### src/hw/dcsj_pkg.sv
package dcsj_pkg;
  localparam int unsigned DCSJ_N_DI = 8;
  localparam logic [7:0] DCSJ_FN_NONE = 8'h00;
  localparam logic [7:0] DCSJ_FN_EMG = 8'h15;
  localparam logic [7:0] DCSJ_FN_RLIM = 8'h16;
  localparam logic [7:0] DCSJ_FN_FLIM = 8'h17;
  localparam logic [7:0] DCSJ_FN_ENERGIZE = 8'h65;
  localparam logic [7:0] DCSJ_FN_CLEAR = 8'h66;
  localparam logic [7:0] DCSJ_FN_TRIGGER = 8'h6C;
  localparam logic [7:0] DCSJ_FN_POS0 = 8'h6F;
  localparam logic [7:0] DCSJ_FN_TLIM = 8'h6D;
  localparam logic [7:0] DCSJ_FN_SEL_LO = 8'h72;
  localparam logic [7:0] DCSJ_FN_SEL_HI = 8'h73;
  localparam logic [7:0] DCSJ_FN_DI6_RST = 8'h16;
  localparam logic [7:0] DCSJ_FN_DI7_RST = 8'h17;
  localparam logic [7:0] DCSJ_FN_DI8_RST = 8'h15;
  localparam logic [7:0] DCSJ_FN_OTHER_RST = 8'h00;
  localparam logic [7:0] DCSJ_MODE_POS = 8'h01;
  localparam logic [7:0] DCSJ_MODE_SPEED = 8'h02;
  localparam logic [7:0] DCSJ_MODE_RST = 8'h02;
  localparam int DCSJ_PRESET_MIN = -60000;
  localparam int DCSJ_PRESET_MAX = 60000;
  localparam logic [15:0] DCSJ_JOG_RST = 16'h0014;
  localparam logic [15:0] DCSJ_JOG_MAX = 16'h1388;
  localparam int DCSJ_JOG_TO_TENTHS = 10;
  localparam int DCSJ_DIGITS = 4;
  localparam int DCSJ_SYNC_STAGES = 3;

  typedef enum logic [1:0] {
    DCSJ_ST_RUN = 2'b00,
    DCSJ_ST_EDIT = 2'b01,
    DCSJ_ST_JOG = 2'b11
  } dcsj_state_t;

  typedef struct packed {
    logic up;
    logic down;
    logic shift;
    logic set;
    logic mode;
  } dcsj_keys_t;

  typedef struct packed {
    logic emg;
    logic rlim;
    logic flim;
  } dcsj_fault_t;

  typedef struct packed {
    logic energize;
    logic tlim;
    logic sel_lo;
    logic sel_hi;
    logic clear;
    logic trigger;
    logic [5:0] pos_sel;
    dcsj_fault_t fault_req;
  } dcsj_func_t;
endpackage : dcsj_pkg

### src/hw/dcsj_sync.sv
module dcsj_sync
  import dcsj_pkg::*;
#(
  parameter int WIDTH = 8
) (
  input wire logic i_core_clk,
  input wire logic i_nrst,
  input wire logic [WIDTH-1:0] i_async,
  output logic [WIDTH-1:0] o_level,
  output logic [WIDTH-1:0] o_rise
);
  typedef struct packed {
    logic [WIDTH-1:0] s1;
    logic [WIDTH-1:0] s2;
    logic [WIDTH-1:0] s3;
    logic [WIDTH-1:0] lvl;
    logic [WIDTH-1:0] rise;
  } dcsj_sync_st_t;

  dcsj_sync_st_t st_r;
  dcsj_sync_st_t st_nxt;

  if (WIDTH < 1) begin : g_bad_width
    $error("dcsj_sync width must be positive");
  end

  // level changes only once stages two and three agree
  always_comb begin
    st_nxt = st_r;
    st_nxt.s1 = i_async;
    st_nxt.s2 = st_r.s1;
    st_nxt.s3 = st_r.s2;
    for (int i = 0; i < WIDTH; i++) begin
      if (st_r.s2[i] == st_r.s3[i]) begin
        st_nxt.lvl[i] = st_r.s2[i];
      end
    end
    st_nxt.rise = st_nxt.lvl & ~st_r.lvl;
  end

  always_ff @(posedge i_core_clk or negedge i_nrst) begin
    if (!i_nrst) begin
      st_r <= '0;
    end else begin
      st_r <= st_nxt;
    end
  end

  assign o_level = st_r.lvl;
  assign o_rise = st_r.rise;
endmodule : dcsj_sync

### src/hw/dcsj_func_map.sv
module dcsj_func_map
  import dcsj_pkg::*;
#(
  parameter int N_DI = DCSJ_N_DI
) (
  input wire logic [N_DI-1:0] i_level,
  input wire logic [N_DI-1:0] i_rise,
  input wire logic [N_DI*8-1:0] i_map,
  output dcsj_func_t o_func
);
  logic [N_DI-1:0] hit_en, hit_tl, hit_lo, hit_hi, hit_clr, hit_trg;
  logic [N_DI-1:0] hit_emg, hit_rl, hit_fl;
  logic [N_DI-1:0] hit_p0, hit_p1, hit_p2, hit_p3, hit_p4, hit_p5;

  if (N_DI < 1 || N_DI > 16) begin : g_bad_n_di
    $error("dcsj_func_map input count bad");
  end

  // code zero matches nothing, so the input is ignored
  for (genvar g = 0; g < N_DI; g++) begin : g_di
    logic [7:0] code;
    assign code = i_map[g*8 +: 8];
    assign hit_en[g] = (code == DCSJ_FN_ENERGIZE) && i_level[g];
    assign hit_tl[g] = (code == DCSJ_FN_TLIM) && i_level[g];
    assign hit_lo[g] = (code == DCSJ_FN_SEL_LO) && i_level[g];
    assign hit_hi[g] = (code == DCSJ_FN_SEL_HI) && i_level[g];
    assign hit_clr[g] = (code == DCSJ_FN_CLEAR) && i_rise[g];
    assign hit_trg[g] = (code == DCSJ_FN_TRIGGER) && i_rise[g];
    assign hit_emg[g] = (code == DCSJ_FN_EMG) && !i_level[g];
    assign hit_rl[g] = (code == DCSJ_FN_RLIM) && !i_level[g];
    assign hit_fl[g] = (code == DCSJ_FN_FLIM) && !i_level[g];
    assign hit_p0[g] = (code == DCSJ_FN_POS0) && i_level[g];
    assign hit_p1[g] = (code == DCSJ_FN_POS0 + 8'h01) && i_level[g];
    assign hit_p2[g] = (code == DCSJ_FN_POS0 + 8'h02) && i_level[g];
    assign hit_p3[g] = (code == DCSJ_FN_POS0 + 8'h03) && i_level[g];
    assign hit_p4[g] = (code == DCSJ_FN_POS0 + 8'h04) && i_level[g];
    assign hit_p5[g] = (code == DCSJ_FN_POS0 + 8'h05) && i_level[g];
  end

  always_comb begin
    o_func.energize = |hit_en;
    o_func.tlim = |hit_tl;
    o_func.sel_lo = |hit_lo;
    o_func.sel_hi = |hit_hi;
    o_func.clear = |hit_clr;
    o_func.trigger = |hit_trg;
    o_func.pos_sel = {|hit_p5, |hit_p4, |hit_p3, |hit_p2, |hit_p1, |hit_p0};
    o_func.fault_req.emg = |hit_emg;
    o_func.fault_req.rlim = |hit_rl;
    o_func.fault_req.flim = |hit_fl;
  end
endmodule : dcsj_func_map

### src/hw/dcsj_top.sv
// Behaviour
// - speed select bits pick analog or presets
// - presets clamped to plus/minus sixty thousand
// - preset counts are 0.1 r/min steps
// - input functions chosen by numeric code
// - code zero inputs are ignored
// - inactive emergency halt input raises fault
// - inactive reverse limit input raises fault
// - inactive forward limit input raises fault
// - default map puts limits, halt on 6-8
// - restart or clear input clears alarms
// - mode selector applies only after restart
// - software enable means drive enabled
// - SET confirms jog speed, enters jog
// - UP/DOWN edit, SHIFT moves digit
// - UP held runs counterclockwise at jog speed
// - DOWN held runs clockwise at jog speed
// - MODE key leaves jog mode
// - jog speed resets to 20 r/min
// - six bits pick position, trigger acts
module dcsj_top
  import dcsj_pkg::*;
#(
  parameter int N_DI = DCSJ_N_DI
) (
  input wire logic i_core_clk,
  input wire logic i_nrst,
  input wire logic [N_DI-1:0] i_di,
  input wire logic [4:0] i_keys,
  input wire logic [N_DI*8-1:0] i_input_function_map,
  input wire logic [7:0] i_control_mode_selector,
  input wire logic [16:0] i_speed_preset_one,
  input wire logic [16:0] i_speed_preset_two,
  input wire logic [16:0] i_speed_preset_three,
  input wire logic i_software_enable_setting,
  input wire logic [17:0] i_analog_cmd,
  output logic [17:0] o_speed_cmd,
  output logic o_drive_active,
  output logic o_torque_limit_enable,
  output logic o_speed_mode,
  output logic o_jog_mode,
  output logic o_jog_edit,
  output logic [15:0] o_jog_speed,
  output logic [1:0] o_jog_digit,
  output dcsj_fault_t o_faults,
  output logic [5:0] o_position_index,
  output logic o_position_start
);
  localparam logic [15:0] JOG_STEP [DCSJ_DIGITS] =
    '{16'h0001, 16'h000A, 16'h0064, 16'h03E8};

  typedef struct packed {
    dcsj_state_t st;
    logic [7:0] mode;
    logic mode_taken;
    logic [15:0] jog;
    logic [1:0] digit;
    dcsj_fault_t faults;
    logic [17:0] cmd;
    logic active;
    logic tlim;
    logic [5:0] pos_idx;
    logic pos_go;
  } dcsj_top_st_t;

  dcsj_top_st_t st_r;
  dcsj_top_st_t st_nxt;
  logic [N_DI-1:0] di_lvl, di_rise;
  logic [4:0] key_lvl, key_rise;
  dcsj_keys_t kl, kr;
  dcsj_func_t fn;
  logic [16:0] preset_sel;
  logic signed [17:0] preset_clamped;
  logic [15:0] jog_step;
  logic [17:0] jog_tenths;
  logic [17:0] speed_ref;
  logic enabled;

  if (N_DI < 6 || N_DI > 16) begin : g_bad_n_di
    $error("dcsj_top needs 6 to 16 inputs");
  end

  dcsj_sync #(.WIDTH(N_DI)) u_di_sync (
    .i_core_clk(i_core_clk),
    .i_nrst(i_nrst),
    .i_async(i_di),
    .o_level(di_lvl),
    .o_rise(di_rise)
  );

  dcsj_sync #(.WIDTH(5)) u_key_sync (
    .i_core_clk(i_core_clk),
    .i_nrst(i_nrst),
    .i_async(i_keys),
    .o_level(key_lvl),
    .o_rise(key_rise)
  );

  dcsj_func_map #(.N_DI(N_DI)) u_map (
    .i_level(di_lvl),
    .i_rise(di_rise),
    .i_map(i_input_function_map),
    .o_func(fn)
  );

  assign kl = dcsj_keys_t'(key_lvl);
  assign kr = dcsj_keys_t'(key_rise);

  // preset choice and clamp
  always_comb begin
    case ({fn.sel_hi, fn.sel_lo})
      2'b01: preset_sel = i_speed_preset_one;
      2'b10: preset_sel = i_speed_preset_two;
      2'b11: preset_sel = i_speed_preset_three;
      default: preset_sel = '0;
    endcase
    preset_clamped = 18'(signed'(preset_sel));
    if (preset_clamped > 18'(DCSJ_PRESET_MAX)) begin
      preset_clamped = 18'(DCSJ_PRESET_MAX);
    end else if (preset_clamped < 18'(DCSJ_PRESET_MIN)) begin
      preset_clamped = 18'(DCSJ_PRESET_MIN);
    end
  end

  // jog speed in r/min converted to 0.1 r/min counts
  assign jog_tenths = 18'(st_r.jog * 16'(DCSJ_JOG_TO_TENTHS));
  assign jog_step = JOG_STEP[st_r.digit];
  // preset passes through unscaled: output unit is 0.1 r/min
  assign speed_ref = ({fn.sel_hi, fn.sel_lo} == 2'b00) ? i_analog_cmd
                   : 18'(preset_clamped);
  assign enabled = i_software_enable_setting || fn.energize;

  always_comb begin
    st_nxt = st_r;
    st_nxt.pos_go = 1'b0;
    // mode selector captured once after restart
    if (!st_r.mode_taken) begin
      st_nxt.mode = i_control_mode_selector;
      st_nxt.mode_taken = 1'b1;
    end
    // clear first, fault requests win over clear
    if (fn.clear) begin
      st_nxt.faults = '0;
    end
    st_nxt.faults = st_nxt.faults | fn.fault_req;
    case (st_r.st)
      DCSJ_ST_RUN: begin
        if (kr.set) begin
          st_nxt.st = DCSJ_ST_EDIT;
          st_nxt.digit = '0;
        end
      end
      DCSJ_ST_EDIT: begin
        if (kr.mode) begin
          st_nxt.st = DCSJ_ST_RUN;
        end else if (kr.set) begin
          st_nxt.st = DCSJ_ST_JOG;
        end else if (kr.up) begin
          if (st_r.jog <= DCSJ_JOG_MAX - jog_step) begin
            st_nxt.jog = st_r.jog + jog_step;
          end
        end else if (kr.down) begin
          if (st_r.jog >= jog_step) begin
            st_nxt.jog = st_r.jog - jog_step;
          end
        end else if (kr.shift) begin
          st_nxt.digit = st_r.digit + 2'd1;
        end
      end
      DCSJ_ST_JOG: begin
        if (kr.mode) begin
          st_nxt.st = DCSJ_ST_RUN;
        end
      end
      default: st_nxt.st = DCSJ_ST_RUN;
    endcase
    st_nxt.active = enabled && (st_nxt.faults == '0);
    st_nxt.tlim = fn.tlim;
    if (!st_nxt.active) begin
      st_nxt.cmd = '0;
    end else if (st_r.st == DCSJ_ST_JOG) begin
      if (kl.up && !kl.down) begin
        st_nxt.cmd = jog_tenths;
      end else if (kl.down && !kl.up) begin
        st_nxt.cmd = 18'(-signed'(jog_tenths));
      end else begin
        st_nxt.cmd = '0;
      end
    end else if (st_r.mode_taken && st_r.mode == DCSJ_MODE_SPEED) begin
      st_nxt.cmd = speed_ref;
    end else begin
      st_nxt.cmd = '0;
    end
    if (st_r.mode == DCSJ_MODE_POS && st_nxt.active && fn.trigger) begin
      st_nxt.pos_idx = fn.pos_sel;
      st_nxt.pos_go = 1'b1;
    end
  end

  always_ff @(posedge i_core_clk or negedge i_nrst) begin
    if (!i_nrst) begin
      st_r <= '{st: DCSJ_ST_RUN, mode: DCSJ_MODE_RST, mode_taken: 1'b0,
                jog: DCSJ_JOG_RST, digit: 2'd0, faults: '0,
                cmd: '0, active: 1'b0, tlim: 1'b0, pos_idx: '0,
                pos_go: 1'b0};
    end else begin
      st_r <= st_nxt;
    end
  end

  assign o_speed_cmd = st_r.cmd;
  assign o_drive_active = st_r.active;
  assign o_torque_limit_enable = st_r.tlim;
  assign o_speed_mode = (st_r.mode == DCSJ_MODE_SPEED);
  assign o_jog_mode = (st_r.st == DCSJ_ST_JOG);
  assign o_jog_edit = (st_r.st == DCSJ_ST_EDIT);
  assign o_jog_speed = st_r.jog;
  assign o_jog_digit = st_r.digit;
  assign o_faults = st_r.faults;
  assign o_position_index = st_r.pos_idx;
  assign o_position_start = st_r.pos_go;

  fault_latch_a: assert property (
    @(posedge i_core_clk) disable iff (!i_nrst)
    (st_r.faults.emg && !fn.clear) |=> st_r.faults.emg
  ) else $error("fault dropped without clear");

  fault_inhibit_a: assert property (
    @(posedge i_core_clk) disable iff (!i_nrst)
    (st_r.faults != '0) |-> st_r.cmd == '0
  ) else $error("drive runs with fault latched");

  emg_raise_a: assert property (
    @(posedge i_core_clk) disable iff (!i_nrst)
    fn.fault_req.emg |=> st_r.faults.emg
  ) else $error("emergency fault not raised");

  rlim_raise_a: assert property (
    @(posedge i_core_clk) disable iff (!i_nrst)
    fn.fault_req.rlim |=> st_r.faults.rlim
  ) else $error("reverse limit fault not raised");

  flim_raise_a: assert property (
    @(posedge i_core_clk) disable iff (!i_nrst)
    fn.fault_req.flim |=> st_r.faults.flim
  ) else $error("forward limit fault not raised");

  alarm_clear_a: assert property (
    @(posedge i_core_clk) disable iff (!i_nrst)
    (fn.clear && fn.fault_req == '0) |=> st_r.faults == '0
  ) else $error("alarms not cleared");

  mode_hold_a: assert property (
    @(posedge i_core_clk) disable iff (!i_nrst)
    st_r.mode_taken |=> $stable(st_r.mode)
  ) else $error("mode changed without restart");

  analog_pass_a: assert property (
    @(posedge i_core_clk) disable iff (!i_nrst)
    (st_r.mode_taken && st_r.mode == DCSJ_MODE_SPEED && st_nxt.active &&
      st_r.st != DCSJ_ST_JOG && {fn.sel_hi, fn.sel_lo} == 2'b00)
      |=> st_r.cmd == $past(i_analog_cmd)
  ) else $error("analog command not passed");

  preset_range_a: assert property (
    @(posedge i_core_clk) disable iff (!i_nrst)
    (st_r.mode_taken && st_r.mode == DCSJ_MODE_SPEED && st_nxt.active &&
      st_r.st != DCSJ_ST_JOG && {fn.sel_hi, fn.sel_lo} != 2'b00)
      |=> ($signed(st_r.cmd) <= DCSJ_PRESET_MAX &&
        $signed(st_r.cmd) >= DCSJ_PRESET_MIN)
  ) else $error("preset command out of range");

  jog_enter_a: assert property (
    @(posedge i_core_clk) disable iff (!i_nrst)
    (st_r.st == DCSJ_ST_EDIT && kr.set && !kr.mode)
      |=> st_r.st == DCSJ_ST_JOG
  ) else $error("SET did not enter jog");

  jog_exit_a: assert property (
    @(posedge i_core_clk) disable iff (!i_nrst)
    (st_r.st == DCSJ_ST_JOG && kr.mode) |=> st_r.st == DCSJ_ST_RUN
  ) else $error("MODE did not leave jog");

  digit_step_a: assert property (
    @(posedge i_core_clk) disable iff (!i_nrst)
    (st_r.st == DCSJ_ST_EDIT && kr.shift && !kr.mode && !kr.set &&
      !kr.up && !kr.down) |=> st_r.digit == $past(st_r.digit) + 2'd1
  ) else $error("SHIFT did not move digit");

  jog_ccw_a: assert property (
    @(posedge i_core_clk) disable iff (!i_nrst)
    (st_r.st == DCSJ_ST_JOG && st_nxt.active && kl.up && !kl.down)
      |=> st_r.cmd == $past(jog_tenths)
  ) else $error("jog up speed wrong");

  jog_cw_a: assert property (
    @(posedge i_core_clk) disable iff (!i_nrst)
    (st_r.st == DCSJ_ST_JOG && st_nxt.active && kl.down && !kl.up)
      |=> st_r.cmd == 18'(-$past(jog_tenths))
  ) else $error("jog down speed wrong");

  jog_stop_a: assert property (
    @(posedge i_core_clk) disable iff (!i_nrst)
    (st_r.st == DCSJ_ST_JOG && !kl.up && !kl.down) |=> st_r.cmd == '0
  ) else $error("jog runs with no key");

  enable_sw_a: assert property (
    @(posedge i_core_clk) disable iff (!i_nrst)
    (i_software_enable_setting && st_nxt.faults == '0)
      |=> st_r.active
  ) else $error("software enable ignored");

  pos_start_a: assert property (
    @(posedge i_core_clk) disable iff (!i_nrst)
    st_r.pos_go |-> (st_r.mode == DCSJ_MODE_POS && st_r.active)
  ) else $error("position start outside position mode");

  pos_pulse_a: assert property (
    @(posedge i_core_clk) disable iff (!i_nrst)
    st_r.pos_go |=> !st_r.pos_go
  ) else $error("position start longer than one cycle");
endmodule : dcsj_top

### config.mk
export PLATFORM = sky130hd
export DESIGN_NAME = dcsj_top
export DESIGN_NICKNAME = d
export VERILOG_FILES = /design/src/hw/dcsj_pkg.sv /design/src/hw/dcsj_sync.sv /design/src/hw/dcsj_func_map.sv /design/src/hw/dcsj_top.sv
export SDC_FILE = /design/constraint.sdc
export NUM_CORES = 1
export LEC_CHECK = 0
export ABC_AREA = 1
export BUFFER_PORTS_ARGS = -buffer_cell sky130_fd_sc_hd__buf_2
export CAP_MARGIN = 15
export CORE_MARGIN = 2
export CORE_UTILIZATION = 55
export CTS_BUF_LIST = sky130_fd_sc_hd__clkbuf_2 sky130_fd_sc_hd__clkbuf_4 sky130_fd_sc_hd__clkbuf_8
export DETAILED_ROUTE_END_ITERATION = 12
export PLACE_DENSITY = 0.8
export SYNTH_ARGS = -nofsm -noshare
export SYNTH_HDL_FRONTEND = slang
export SYNTH_SLANG_ARGS = --single-unit
### constraint.sdc
create_clock -name i_core_clk -period 7.35 [get_ports i_core_clk]
set_clock_uncertainty 0.2 [all_clocks]
set_input_delay 0.3675 -clock i_core_clk [delete_from_list [all_inputs] [get_ports i_core_clk]]
set_output_delay 0.3675 -clock i_core_clk [all_outputs]
set_load 0.05 [all_outputs]
==> summary.txt <==
Die
  – Core Rows: 48
  – Io pins: 208
  – Die width: 137 µm
  – Core ar.: 0.0173 mm²
  – Die ar.: approximately 0.019 mm²
  – Initial Utilization: 56.3%
  – Die H: around 140 µm

Routing
  – Vias/cell: about 5.6
  – Residual DRC: 0
  – Wire per inst: roughly 17 µm
  – First-pass iteration count of the detailed router: 6
  – ANT nets after route: 0
  – Detailed-route via count: 9,892
  – Initial drt markers: 850
  – Drt total wl: 30,700 µm

Yosys
  – Post-Synth Adder-Cell Area: 8.89%
  – Netlist cell types: 65
  – Post-Synth XOR/XNOR Area: 3.33%
  – Syn_nets: 1,579
  – Syn_area_per_cell: 7.18 µm²
  – Compound-cell area share of the yosys netlist: 11.6%
  – Ys async rst share: 100%
  – Sequential area share after synthesis: a little under a third
  – Post-Synth Simple-Gate Area: 32.3%
  – Synth Warn #: 0
  – Most frequent cell after synthesis: nand2_1
  – Syn Std Cell Area: 0.00974 mm²
  – Synth top area share: 31.1%
  – Synth cell count leaders: nand2_1, inv_1, nand3_1
  – Register bit total from synthesis: 124
  – Combinational family with the most area after synthesis: simple AND/OR/NAND/NOR gates
  – Area leader, netlist: dfrtp_1
  – Cells after Synth: 1,357
  – Primary FF master, synth: dfrtp_1
  – Top cells by area, synth: dfrtp_1, nand2_1, ha_1
  – Post-synth EDFFs: 0
  – Proportion of synthesized area in mux cells: 0.681%

Placed design
  – Detailed placement HPWL: roughly 24,000 µm
  – Port Buf Inserts: slightly above 200
  – Routability Congestion: 1.01
  – Dpl ws: between 3 and 4 ns

Setup path
  – R2r startpoint: o_jog_digit[1]
  – Critical Path AT: 3.98 ns
  – Worst r2r dst: o_jog_speed[14]
  – CP endpoint kind: register
  – CP startpoint kind: register
  – CP Max Fanout: 19
  – Required @ worst endpoint: 7.51 ns
  – Reg2Reg Setup Slack: between 3 and 4 ns
  – Critical path type: register to register
  – R2r worst-path depth: 15

GRT
  – Overall global routing resource usage: 32.8%
  – Vias in the first global route: between 9,000 and 10,000
  – Grt total ovfl: 0
  – Antenna violations before repair: 1
  – First-pass GRT wire length: 47,000 µm
  – Largest net degree at the start of global routing: 69

Clock network
  – CTS tree: yes
  – # Post-CTS Setup Buffers: 0
  – Worst skew pair latency: 0.45 ns
  – Clock sink count: 124
  – Clock Path Buffers: 2
  – Clock transition at the registers of the reported paths: 0.09 ns
  – Htree depth: 4
  – Root buf cell: clkbuf_8
  – Num CTS Buffers: 17

Pwr
  – LEAKAGE: 5.74 nW
  – Worst vdd ir: 0.000302 V
  – Pwr/cell area: around 320 mW/mm²

Flow run
  – Number of max-cap violations: 0

STA
  – Fin. max-slew vios: 0
  – Final period utilization: around 52%
  – Endpoints failing hold: 0
  – Final Worst Setup Slack: 3.53 ns
  – # setup viols final: 0
  – Pin slew with the least headroom to its limit: around 0.8 ns
  – Worst slew margin: 45.5%
  – Tmin final: roughly 3.8 ns
  – Setup TNS: 0 ns
  – RSZ-0062 raised after global routing: no
  – Max Fclk: 262 MHz

Min path
  – Min-delay worst type: input pin to register
  – Hold_sp: i_control_mode_selector[3]
  – Hold depth: 3
  – Hold Path End: st_r[52]

Final layout
  – Final net count: 1,756
  – Area grow syn2layout: 14.9%
  – Layout cells sized above 1: 19.7%

Status
  – Status: finished, final reports clean
==> layer usage <==
metal,track usage [%],vias up,routed length [µm]
met5,0,-,0
met4,12.6,0,935
met3,5.67,71,2590
met2,53.9,465,14300
met1,43.3,4493,12800
li1,-,4863,-
==> kinds of logic after synthesis <==
kind of cell               after synthesis
and+or+nand+nor                        698
buffers and inverters                  232
AOI/OAI and AO/OA                      191
DFF                                    124
adders and majority gates               68
xor gates and xnor gates                37
muxes                                    6
other                                    1
==> flip-flops by register name, indices dropped and copies added, names as in the netlist, 6 cells and up <==
register           flops
o_speed_cmd           18
o_jog_speed           16
u_di_sync.st_nxt      16
st_r                  11
u_key_sync.st_nxt     10
u_di_sync.o_level      8
u_di_sync.o_rise       8
u_di_sync.st_r         8
o_position_index       6
==> layout by cell type, fill, tap and decap left out, types with 19 or more instances in the layout <==
| cell | n |
|---|---|
| inv_1 | 137 |
| o21ai_0 | 55 |
| buf_2 | 206 |
| nor3_1 | 36 |
| nand4_1 | 38 |
| ha_1 | 62 |
| a21oi_1 | 69 |
| nor2_1 | 134 |
| nand2_1 | 296 |
| inv_2 | 19 |
| dfrtp_1 | 121 |
| dlygate4sd3_1 | 22 |
| nand3_1 | 137 |
| xor2_1 | 27 |
==> how the worst max path moves through the flow <==
stage                              from         endpoint  slack [ns]  cells past startpoint
6_report                 o_jog_digit[1]  o_jog_speed[14]        3.53                     15
5_1_grt            u_di_sync.o_level[3]   o_speed_cmd[8]        3.22                     22
4_1_cts            u_di_sync.o_level[4]   o_speed_cmd[8]        3.62                     22
3_5_place_dp   i_input_function_map[63]   o_speed_cmd[8]        3.50                     24
3_3_place_gp   i_input_function_map[63]   o_speed_cmd[8]        3.53                     24
2_1_floorplan            o_jog_speed[3]  o_speed_cmd[15]        4.19                     18
==> worst max-delay path, cell delays in order, from the launching register on <==
cell,delay (ns)
dfrtp_1,0.46
inv_1,0.19
ha_1,0.31
ha_1,0.25
fa_1,0.21
nor2_1,0.05
a211oi_1,0.37
o21ai_0,0.26
o21ai_0,0.21
nand3_1,0.10
a21oi_1,0.14
nor3_1,0.08
nand2_2,0.28
clkinv_1,0.31
nand2_1,0.16
xor2_1,0.15
==> per-stage QoR <==
stage               hold WS (ns)  util (%)  std cells  power, mW  cell area, µm²
CTS                       0.0148      64.7       1772       3.54           11200
floorplan                 -0.128         -       1357       2.50            9740
finish                    0.0357      64.7       1773       3.56           11200
global placement           0.132      61.2       1718       2.89           10600
detailed placement         0.135      61.2       1718       2.91           10600
global route              0.0261      64.7       1773       3.86           11200
==> power breakdown <==
group	total [mW]	leakage, nW	internal [mW]	switching, mW
clock	0.606	0.199	0.281	0.325
sequential	0.928	1.54	0.771	0.158
combinational	2.03	4.00	0.685	1.34
==> what timing repair did <==
| item | CTS | global route |
|---|---|---|
| hold endpoints to repair | 77 | 0 |
| hold buffers | 22 | 0 |
| resized for setup | 0 | 0 |
==> cell type report <==
type / instances / area (µm²)
diodes: 1 / 2.50
clock buffers: 17 / 234
clock inverters: 15 / 154
fillers: 1570 / 6100
inverters: 158 / 596
multi-input cells: 1001 / 5540
flip-flops and latches: 124 / 3110
well taps: 225 / 282
repair buffers: 232 / 1280
No activity file was read; power rests on OpenSTA's default activity.
